===== config.mk =====
export PLATFORM = sky130hd
export DESIGN_NAME = offset_reversal_sequencer
export DESIGN_NICKNAME = d
export VERILOG_FILES = /design/src/offset_seq_pkg.sv /design/src/pin_sync.sv /design/src/offset_reversal_sequencer.sv
export VERILOG_INCLUDE_DIRS = /design/src
export SDC_FILE = /design/constraint.sdc
export NUM_CORES = 1
export LEC_CHECK = 0
export ABC_AREA = 1
export BUFFER_PORTS_ARGS = -buffer_cell sky130_fd_sc_hd__buf_2
export CAP_MARGIN = 20
export CORE_ASPECT_RATIO = 0.6
export CORE_MARGIN = 8
export CORE_UTILIZATION = 45
export DETAILED_ROUTE_END_ITERATION = 12
export GPL_TIMING_DRIVEN = 0
export PLACE_DENSITY = 0.63
export SLEW_MARGIN = 25
export SYNTH_ARGS = -nofsm -noshare
export SYNTH_HDL_FRONTEND = slang
export SYNTH_SLANG_ARGS = --single-unit

===== constraint.sdc =====
create_clock -name mclk_i -period 3.6 [get_ports mclk_i]
set_clock_uncertainty 0.05 [all_clocks]
set_input_delay 0.18 -clock mclk_i [delete_from_list [all_inputs] [get_ports mclk_i]]
set_output_delay 0.18 -clock mclk_i [all_outputs]
set_load 0.1 [all_outputs]

===== src/offset_seq_defs.svh =====
// Constants for the offset reversal sequencer
`ifndef OFFSET_SEQ_DEFS_SVH
`define OFFSET_SEQ_DEFS_SVH
`define OSQ_SETTLE_RST   16'h0001
`define OSQ_CAL_PERIOD   24'h00_1000
`define OSQ_SIGN_POS     1'b0
`define OSQ_SIGN_NEG     1'b1
`endif


===== src/offset_seq_pkg.sv =====
// Types for the offset reversal sequencer
package offset_seq_pkg;
    typedef enum logic [7:0] {
        ST_IDLE   = 8'b0000_0001,
        ST_SELECT = 8'b0000_0010,
        ST_SETTLE = 8'b0000_0100,
        ST_CONV   = 8'b0000_1000,
        ST_WAIT   = 8'b0001_0000,
        ST_OFFCV  = 8'b0010_0000,
        ST_OFFWT  = 8'b0100_0000,
        ST_DONE   = 8'b1000_0000
    } seq_state_type;

    typedef enum logic [1:0] {
        OFF_NONE  = 2'b00,
        OFF_START = 2'b01,
        OFF_CAL   = 2'b10
    } offset_mode_type;
endpackage : offset_seq_pkg


===== src/pin_sync.sv =====
// Two-stage synchroniser for one pin-level input
`timescale 1ns/1ps
`default_nettype none
module pin_sync (
    input  wire logic mclk_i,
    input  wire logic rst_i,
    input  wire logic ce_i,
    input  wire logic d_i,
    output var  logic q_o
);
    typedef struct packed {
        logic meta;
        logic sync;
    } sync_state_type;

    sync_state_type st_r;
    sync_state_type st_nxt;

    // Second stage only ever reads the first
    always_comb begin
        st_nxt      = st_r;
        st_nxt.meta = d_i;
        st_nxt.sync = st_r.meta;
    end

    always_ff @(posedge mclk_i) begin
        if (rst_i) begin
            st_r <= '0;
        end else if (ce_i) begin
            st_r <= st_nxt;
        end
    end

    assign q_o = st_r.sync;
endmodule : pin_sync
`default_nettype wire


===== src/offset_reversal_sequencer.sv =====
// Measurement sequencer with input swap, excitation flip and offset correction
`timescale 1ns/1ps
`include "offset_seq_defs.svh"
`default_nettype none
module offset_reversal_sequencer #(
    parameter int DW         = 24,
    parameter int SETTLE_W   = 16,
    parameter int CAL_PERIOD = `OSQ_CAL_PERIOD
) (
    input  wire logic                mclk_i,
    input  wire logic                rst_i,
    input  wire logic                ce_i,
    input  wire logic                start_i,
    input  wire logic                differential_i,
    input  wire logic                ratiometric_i,
    input  wire logic                input_swap_enable_i,
    input  wire logic                excite_flip_enable_i,
    input  wire logic                offset_at_start_enable_i,
    input  wire logic [SETTLE_W-1:0] settle_cycles_i,
    input  wire logic                conv_done_i,
    input  wire logic [DW-1:0]       conv_data_i,
    output var  logic                busy_o,
    output var  logic                mux_select_o,
    output var  logic                input_swap_o,
    output var  logic                excite_on_o,
    output var  logic                excite_neg_o,
    output var  logic                amp_ground_o,
    output var  logic                conv_start_o,
    output var  logic                result_valid_o,
    output var  logic [DW-1:0]       result_o
);
    localparam int AW = DW + 3;

    typedef struct packed {
        offset_seq_pkg::seq_state_type   state;
        offset_seq_pkg::offset_mode_type omode;
        logic                            busy;
        logic                            sel;
        logic                            swap;
        logic                            exc_on;
        logic                            exc_neg;
        logic                            gnd;
        logic                            conv;
        logic                            valid;
        logic                            cal_pend;
        logic                            cal_run;
        logic                            rev_in;
        logic                            rev_ex;
        logic [1:0]                      step;
        logic [SETTLE_W-1:0]             settle_cnt;
        logic [23:0]                     cal_cnt;
        logic [DW-1:0]                   offset;
        logic [DW-1:0]                   cal_offset;
        logic signed [AW-1:0]            acc;
        logic [DW-1:0]                   result;
    } seq_regs_type;

    seq_regs_type st_r;
    seq_regs_type st_nxt;

    logic done_s;

    // Converter handshake arrives from the analog side, so resync it
    pin_sync u_done_sync (
        .mclk_i (mclk_i),
        .rst_i  (rst_i),
        .ce_i   (ce_i),
        .d_i    (conv_done_i),
        .q_o    (done_s)
    );

    logic signed [AW-1:0] sample_ext;
    logic                 sample_neg;
    logic [1:0]           last_step;
    logic signed [AW-1:0] final_val;

    always_comb begin
        sample_neg = st_r.exc_neg ^ st_r.swap;
        sample_ext = AW'($signed(conv_data_i)) - AW'($signed(st_r.offset));
        last_step  = (st_r.rev_in && st_r.rev_ex) ? 2'd3 :
                     ((st_r.rev_in || st_r.rev_ex) ? 2'd1 : 2'd0);
        // Divide by the number of conversions taken
        unique case (last_step)
            2'd3:    final_val = st_r.acc >>> 2;
            2'd1:    final_val = st_r.acc >>> 1;
            default: final_val = st_r.acc;
        endcase
    end

    // Whole state machine in one combinational pass
    always_comb begin
        st_nxt       = st_r;
        st_nxt.conv  = 1'b0;
        st_nxt.valid = 1'b0;

        unique case (st_r.state)
            offset_seq_pkg::ST_IDLE: begin
                st_nxt.busy = 1'b0;
                if (st_r.cal_pend) begin
                    // Calibration only between measurements, so offsets may be stale
                    st_nxt.cal_pend = 1'b0;
                    st_nxt.cal_run  = 1'b1;
                    st_nxt.gnd      = 1'b1;
                    st_nxt.busy     = 1'b1;
                    st_nxt.conv     = 1'b1;
                    st_nxt.state    = offset_seq_pkg::ST_OFFWT;
                end else if (start_i) begin
                    st_nxt.busy   = 1'b1;
                    st_nxt.rev_in = input_swap_enable_i && differential_i;
                    st_nxt.rev_ex = excite_flip_enable_i && ratiometric_i;
                    st_nxt.acc    = '0;
                    st_nxt.step   = 2'd0;
                    st_nxt.sel    = 1'b1;
                    st_nxt.swap   = 1'b0;
                    st_nxt.offset = '0;
                    // offset source when no input swap
                    if (input_swap_enable_i && differential_i) begin
                        st_nxt.omode = offset_seq_pkg::OFF_NONE;
                    end else if (!differential_i && offset_at_start_enable_i && !ratiometric_i) begin
                        st_nxt.omode = offset_seq_pkg::OFF_START;
                    end else begin
                        st_nxt.omode  = offset_seq_pkg::OFF_CAL;
                        st_nxt.offset = st_r.cal_offset;
                    end
                    st_nxt.state = offset_seq_pkg::ST_SELECT;
                end
            end
            offset_seq_pkg::ST_SELECT: begin
                if (st_r.omode == offset_seq_pkg::OFF_START) begin
                    st_nxt.gnd   = 1'b1;
                    st_nxt.conv  = 1'b1;
                    st_nxt.state = offset_seq_pkg::ST_OFFCV;
                end else begin
                    st_nxt.exc_on     = st_r.rev_ex || ratiometric_i;
                    st_nxt.exc_neg    = `OSQ_SIGN_POS;
                    st_nxt.settle_cnt = settle_cycles_i;
                    st_nxt.state      = offset_seq_pkg::ST_SETTLE;
                end
            end
            offset_seq_pkg::ST_OFFCV: begin
                if (done_s) begin
                    st_nxt.offset     = conv_data_i;
                    st_nxt.gnd        = 1'b0;
                    st_nxt.exc_on     = ratiometric_i;
                    st_nxt.settle_cnt = settle_cycles_i;
                    st_nxt.state      = offset_seq_pkg::ST_SETTLE;
                end
            end
            offset_seq_pkg::ST_SETTLE: begin
                if (st_r.settle_cnt == '0) begin
                    st_nxt.conv  = 1'b1;
                    st_nxt.state = offset_seq_pkg::ST_CONV;
                end else begin
                    st_nxt.settle_cnt = st_r.settle_cnt - SETTLE_W'(1);
                end
            end
            offset_seq_pkg::ST_CONV: begin
                if (done_s) begin
                    st_nxt.acc = sample_neg ? (st_r.acc - sample_ext) : (st_r.acc + sample_ext);
                    st_nxt.state = offset_seq_pkg::ST_WAIT;
                end
            end
            offset_seq_pkg::ST_WAIT: begin
                if (st_r.step == last_step) begin
                    st_nxt.exc_on = 1'b0;
                    st_nxt.sel    = 1'b0;
                    st_nxt.swap   = 1'b0;
                    st_nxt.state  = offset_seq_pkg::ST_DONE;
                end else begin
                    st_nxt.step = st_r.step + 2'd1;
                    // flip excitation every step, swap inputs midway
                    if (st_r.rev_ex) begin
                        st_nxt.exc_neg = ~st_r.exc_neg;
                    end
                    if (st_r.rev_in && (!st_r.rev_ex || st_r.step == 2'd1)) begin
                        st_nxt.swap = 1'b1;
                    end
                    st_nxt.settle_cnt = settle_cycles_i;
                    st_nxt.state      = offset_seq_pkg::ST_SETTLE;
                end
            end
            offset_seq_pkg::ST_OFFWT: begin
                if (done_s) begin
                    st_nxt.cal_offset = conv_data_i;
                    st_nxt.cal_run    = 1'b0;
                    st_nxt.gnd        = 1'b0;
                    st_nxt.busy       = 1'b0;
                    st_nxt.state      = offset_seq_pkg::ST_IDLE;
                end
            end
            offset_seq_pkg::ST_DONE: begin
                st_nxt.result  = final_val[DW-1:0];
                st_nxt.valid   = 1'b1;
                st_nxt.exc_neg = `OSQ_SIGN_POS;
                st_nxt.busy    = 1'b0;
                st_nxt.state   = offset_seq_pkg::ST_IDLE;
            end
            default: begin
                st_nxt.state = offset_seq_pkg::ST_IDLE;
            end
        endcase

        // periodic calibration timer
        // Placed after the case so a new tick beats a same-cycle clear
        if (st_r.cal_cnt == 24'(CAL_PERIOD - 1)) begin
            st_nxt.cal_cnt  = '0;
            st_nxt.cal_pend = 1'b1;
        end else begin
            st_nxt.cal_cnt = st_r.cal_cnt + 24'h00_0001;
        end
    end

    // one clock for every phase keeps polarity times equal
    always_ff @(posedge mclk_i) begin
        if (rst_i) begin
            st_r            <= '0;
            st_r.state      <= offset_seq_pkg::ST_IDLE;
            st_r.settle_cnt <= SETTLE_W'(`OSQ_SETTLE_RST);
        end else if (ce_i) begin
            st_r <= st_nxt;
        end
    end

    assign busy_o         = st_r.busy;
    assign mux_select_o   = st_r.sel;
    assign input_swap_o   = st_r.swap;
    assign excite_on_o    = st_r.exc_on;
    assign excite_neg_o   = st_r.exc_neg;
    assign amp_ground_o   = st_r.gnd;
    assign conv_start_o   = st_r.conv;
    assign result_valid_o = st_r.valid;
    assign result_o       = st_r.result;
endmodule : offset_reversal_sequencer
`default_nettype wire


==> results.txt, run 1 <==
Outcome: finished, violations left
Violated checks: setup timing
Sw power: 2363 uW
Commonest non-fill, non-tap cell in the layout: nand2_1
Highest clock rate: 236.4 MHz
Dpl cells: 2224
Reg clk slew, reported paths: 0.07 ns
Relative slew slack: 34.81%
Overall fraction of global-route tracks in use: 22.15%
CP max stage cell: fa_2
IR drop worst, VDD: 0.0002638 V
Via density: 5.295
Power Internal: 3754 uW
Number of core rows: 45
Met1 WL: 18210 um
Final setup fails: 16
Cts bufs inserted: 17
Clock latency on the worst-skew pair: 0.46 ns
Die area: 31080 um^2
HPWL after DPL: 26710 um
Initial antenna violation count: 0
Setup TNS after final layout: -5.164 ns
Depth of the most critical reg-to-reg path: 24
Seq/Total Area, Yosys: 28.39%
Max-cap violations: 0
Net Sw Frac: 38.63%
Unrepaired setup endpoints after global routing: true
Post-Syn Instances: 1814
Area grow syn2layout: 25.41%
Drt drc: 0
Synthesized area: 11490 um^2
Post-Syn Nets: 1922
DRT Pass-1 Iters: 5
Drt initial violations: 1162
GR Overflow Total: 0
Total Nets Final: 2104
Clk buf depth: 2
Area leader, netlist: dfxtp_1
Worst hold path depth: 3
Placed cell area: 12400 um^2
Critical Path AT: 4.50 ns
RePlAce Congestion: 0.9587
Worst Tran Pin Value: 0.9778 ns
Post-Place Setup Slack: -0.8188 ns
First-pass GRT wire length: 57040 um
IO Port Bufs: 81
Synth area leaders: dfxtp_1 28%, nand2_1 13%, inv_1 9.2%, ha_1 6.1%, nor2_1 6.1%
Leak: 0.006349 uW
Crit start category: flop
FILL cells: 2457
Synth Area per Inst: 6.337 um^2
Crit-path cells: ha_4 > fa_2 > ha_4 > nand2_2 > nor2_1 > nand3_1 > inv_1 > nand3_2 > nor3_4 > nor2_1 > a21oi_1 > xnor2_1 > inv_1 > ha_4 > nand2_4 > nor4_4 > a21oi_2 > inv_2 > a21oi_2 > o21bai_1 > xnor2_1 > nor2_1 > nand2_1 > a21oi_1
Seq pwr share: 31.6%
Seq. cell area: 3267 um^2
CTS tree: built
Multi-input gate area: 7462 um^2
Synthesis-stage register bit count: 163
Type of the worst min-delay path: in2reg
# diodes: 0
Total Wirelength: 35630 um
Netlist cell types: 51
Post-route ant nets: 0
Comb power frac: 37.7%
Die height: 139.8 um
Core Region: 25170 um^2
Setup crit end kind: flop
Routed vias: 12380
Starting density of the core: 45.67%
Final Cell Area: 14420 um^2
Average wire per standard cell: 15.24 um
Fin. Hold Viols: 0
FFs w/ async S/R, synth: 0%
Crit path time final: 4.230 ns
WL met2: 14600 um
Pins over their slew limit: 0
PwrDens: 424.4 nW/um^2
Number of flops mapped to enable cells by yosys: 0
Main synth FF type: dfxtp_1
# clock sinks: 163
Largest net degree at the start of global routing: 17
Finished Layout Cells: 2337
Fraction of layout cells with a size suffix above 1: 18.23%
Root Buffer: clkbuf_16
H-tree lvl count: 4
Routed wl met3: 2523 um
Tcrit/Tclk final: 117.5%
Worst Path Required: 3.87 ns
Critical path peak fanout: 5
Clock power share: 30.7%
Max incr delay on CP: 0.62 ns
Vias in the first global route: 11120
Commonest non-fill, non-tap cells in the layout: 381 x nand2_1, 272 x inv_1, 172 x nor2_1
Yosys warning total: 0
DR top layer: met4
I/O pins: 82
Post-synth top area share: 28.39%
Worst setup margin: -0.6302 ns
Die width: 222.3 um
WS Path Type: reg2reg
-- worst max-delay path: cells and delay by family (launching register included) --
| family | cells | cell delay, ns |
|---|---|---|
| fa+ha+maj | 4 | 1.25 |
| xor+xnor | 2 | 0.29 |
| compound gates | 5 | 0.64 |
| simple gates | 10 | 1.26 |
| buf+inv | 3 | 0.26 |
| flops | 1 | 0.33 |
-- synth_stat cells (3+ instances only) --
master,number
o31ai_1,4
inv_1,281
a31oi_1,55
buf_4,26
o211ai_1,3
nor2_1,186
a211oi_1,10
a21oi_1,117
o21ai_1,4
nand4_1,22
dfxtp_1,163
or2_2,14
nor3_1,34
ha_1,56
a21o_1,4
nand2_1,409
nor4_4,5
o21ai_0,122
o21bai_1,4
nor3b_1,5
xor2_1,27
inv_2,7
o22ai_1,25
buf_2,8
clkbuf_1,46
xnor2_1,16
a22oi_1,4
nand3_1,103
nor4_1,13
o21a_1,8
nand3b_1,5
nor2_2,3
-- metal layers --
layer / track usage, % / vias up
li1: - / 6287
met1: 32.43 / 5690
met2: 32.58 / 371
met3: 4.616 / 27
met4: 5.249 / 0
met5: 0 / -
-- what timing repair did --
action / 4_1_cts / 5_1_grt
setup endpoints to repair: 18 / 18
hold buffers: 39 / 0
pin swaps: 40 / 42
gates resized for setup: 88 / 76
setup buffers: 18 / 28
hold endpoints to repair: 58 / 0
-- sequential cells by signal (all words and copies together), names as in the netlist --
register and cells:
st_r 129, result_o 24, amp_ground_o 1, busy_o 1
conv_start_o 1, excite_neg_o 1, excite_on_o 1, input_swap_o 1
mux_select_o 1, result_valid_o 1, u_done_sync.q_o 1, u_done_sync.st_nxt 1
-- area by class of cell --
class | count | share of cell area, %
Sequential cell | 163 | 22.66
Clock buffer | 19 | 3.073
Multi-Input combinational cell | 1278 | 51.77
Clock inverter | 12 | 1.016
Buffer | 83 | 3.021
Timing Repair Buffer | 164 | 8.046
Tap cell | 329 | 2.856
Inverter | 289 | 7.560
-- power groups by stage --
stage               combinational, uW  sequential (uW)  clock, uW
finish                           2310             1930       1880
global route                     2550             1940       1990
CTS                              2100             1930       1920
detailed placement               1830             1970          0
global placement                 1810             1970          0
floorplan                        1370             2010          0
-- per-stage QoR --
step	power, uW	utilization (%)	hold WS (ns)
after floorplan	3378	-	0.2649
after global placement	3779	49.27	0.3561
after detailed placement	3800	49.27	0.3775
after CTS	5948	55.24	0.0001766
after global routing	6475	57.28	0.03062
final	6117	57.28	0.02361
-- final timing paths --
kind	from	slack, ns	endpoint
max	st_r[75]$_SDFFE_PP0P_	-0.63	st_r[44]$_SDFFE_PP0P_
min	excite_flip_enable_i	0.02	st_r[141]$_SDFFE_PP0P_
max reg2reg	st_r[75]$_SDFFE_PP0P_	-0.63	st_r[44]$_SDFFE_PP0P_
min reg2reg	conv_start_o$_SDFFE_PP0P_	0.41	conv_start_o$_SDFFE_PP0P_
-- kinds of logic after synthesis --
kind of cell	count (synthesis)	synth area share (%)
adders and majority gates	58	6.444
xor gates and xnor gates	43	3.276
buffers and inverters	373	13.25
and+or+nand+nor	807	30.52
AOI/OAI and AO/OA	370	18.12
DFF	163	28.39
Note: power is estimated with default switching activity, not from simulation.
==> run 2: changes to the inputs <==
- CELL_PAD_IN_SITES_DETAIL_PLACEMENT: default -> 0
- CELL_PAD_IN_SITES_GLOBAL_PLACEMENT: default -> 2
- CORE_UTILIZATION: 45 -> 30
- PLACE_DENSITY: 0.63 -> 0.74
==> run 2 against run 1 <==
  * Maximum frequency up 2.6%
  * The flow still finishes with violations (setup timing)
  * Non-clock buffer count up 4
  * Power up 2.7%
  * Hold slack better by 0.0025 ns
  * Sequential share of layout area down 0.66 points
  * Combinational power up 5%
  * Global-route usage down 4.7 points
  * Cell count up 8.1%
  * Worst setup slack better by 0.11 ns
  * Critical path type unchanged
  * Register-to-register slack better by 0.11 ns
  * Core utilization down 18 points
==> results.txt, run 2 (synthesis gave the netlist of run 1 again) <==
Post-route ant nets: 0
# diodes: 0
Commonest non-fill, non-tap cell in the layout: nand2_1
Depth of the most critical reg-to-reg path: 24
Fraction of layout cells with a size suffix above 1: 19.32%
Post-Place Setup Slack: -0.9947 ns
Largest Register: st_r
Max FFs per register: 129
Cts bufs inserted: 17
Total Wirelength: 39810 um
Fin. Hold Viols: 0
Clock latency on the worst-skew pair: 0.45 ns
Total Nets Final: 2108
Drt initial violations: 736
Max-cap violations: 0
PwrDens: 422.8 nW/um^2
Initial antenna violation count: 1
Final setup fails: 15
Final core utilization: 39.39%
Core Region: 37710 um^2
Crit start category: flop
Worst setup margin: -0.5225 ns
Crit path time final: 4.122 ns
DRT Pass-1 Iters: 5
Clk buf depth: 2
Unrepaired setup endpoints after global routing: true
Tcrit/Tclk final: 114.5%
Via density: 4.793
Largest net degree at the start of global routing: 17
Die height: 167.6 um
Worst Tran Pin Value: 0.9449 ns
Violated checks: setup timing
Outcome: finished, violations left
I/O pins: 82
Placed cell area: 12630 um^2
Type of the worst min-delay path: in2reg
Hold Slack: 0.02612 ns
Critical path peak fanout: 4
Number of core rows: 55
Highest clock rate: 242.6 MHz
Relative slew slack: 37.01%
First-pass GRT wire length: 63290 um
Multi-input gate area: 7625 um^2
Vias in the first global route: 11450
Root Buffer: clkbuf_16
FILL cells: 4153
Die width: 268.7 um
# clock sinks: 163
IR drop worst, VDD: 0.0003062 V
Reg clk slew, reported paths: 0.07 ns
Routed vias: 12110
Starting density of the core: 30.48%
Area grow syn2layout: 29.22%
HPWL after DPL: 31020 um
RePlAce Congestion: 0.8421
Setup crit end kind: flop
Commonest non-fill, non-tap cells in the layout: 377 x nand2_1, 271 x inv_1, 169 x nor2_1
Worst hold path depth: 3
GR Overflow Total: 0
IO Port Bufs: 81
Final Cell Area: 14850 um^2
Pins over their slew limit: 0
CTS tree: built
Critical Path AT: 4.38 ns
Leak: 0.006412 uW
Average wire per standard cell: 15.76 um
Worst Path Required: 3.86 ns
Die area: 45040 um^2
WS Path Type: reg2reg
Drt drc: 0
Overall fraction of global-route tracks in use: 17.50%
Seq. cell area: 3268 um^2
H-tree lvl count: 4
run 2: changes by cell type in the layout (fill, tap and decap cells not counted), moves of 3 or more:
cell / delta
a21oi_2: -3
a21oi_4: +5
buf_4: +3
ha_1: -4
ha_2: +3
nand2_1: -4
nand2_4: +3
nand3_1: -3
nor2_1: -3
or2_2: -4
or2_4: +4
run 2: power by group:
group | total, uW | internal, uW | switching, uW
clock | 1920 | 1060 | 862
combinational | 2430 | 873 | 1550
sequential | 1930 | 1880 | 54.0
total | 6280 | 3810 | 2470
run 2: path summary, 6_finish.rpt:
| check | from | endpoint | slack, ns |
|---|---|---|---|
| max | st_r[75]$_SDFFE_PP0P_ | st_r[48]$_SDFFE_PP0P_ | -0.52 |
| min | conv_data_i[23] | st_r[98]$_SDFFE_PP0P_ | 0.03 |
| max reg2reg | st_r[75]$_SDFFE_PP0P_ | st_r[48]$_SDFFE_PP0P_ | -0.52 |
| min reg2reg | mux_select_o$_SDFFE_PP0P_ | mux_select_o$_SDFFE_PP0P_ | 0.41 |
run 2: metal layers:
metal  part of all wire (%)  vias up  track usage [%]
li1                       -     6277                -
met1                     55     5599            26.85
met2                     40      214            25.10
met3                    4.9       18            3.291
met4                   0.67        0            2.870
met5                      0        -                0
run 2: final cells by class:
type | instances | share of cell area [%]
inverter | 289 | 7.346
sequential | 163 | 22.00
timing repair buffer | 168 | 8.062
clock buffer | 20 | 3.007
clock inverter | 12 | 0.9940
tap | 513 | 4.321
multi-input combinational | 1278 | 51.34
buffer | 83 | 2.932
run 2: metrics by stage:
stage                     instances  setup TNS, ns  power (uW)
after floorplan                1814        -0.1201        3378
after global placement         2408         -11.28        3859
after detailed placement       2408         -11.34        3863
after CTS                      2497         -5.211        6082
after global routing           2526         -8.487        6714
final                          2526         -5.120        6280
run 2: worst max-delay path, cell delays in order (launching register included):
cell      delay (ns)
dfxtp_2         0.33
ha_4            0.16
fa_2            0.58
nand2_1         0.08
a21oi_2         0.13
nand3_1         0.10
nor2_2          0.14
nand3_2         0.12
nor2_4          0.18
nand4_1         0.17
nand3b_1        0.28
nand2_1         0.12
xor2_1          0.14
inv_1           0.09
ha_4            0.32
nand2_4         0.07
buf_6           0.13
nor4_4          0.16
nand3_2         0.13
nand3_4         0.14
nand3_2         0.10
nand2_1         0.07
nand2_1         0.05
nand3_1         0.08
a21oi_1         0.07
run 2: repair_timing:
item                                    4_1_cts  5_1_grt
setup buffers                                20       31
pin swaps                                    45       64
hold buffers                                 38        0
resized for setup                            95      109
endpoints found under the hold margin        53        0
endpoints found under the setup margin       18       18
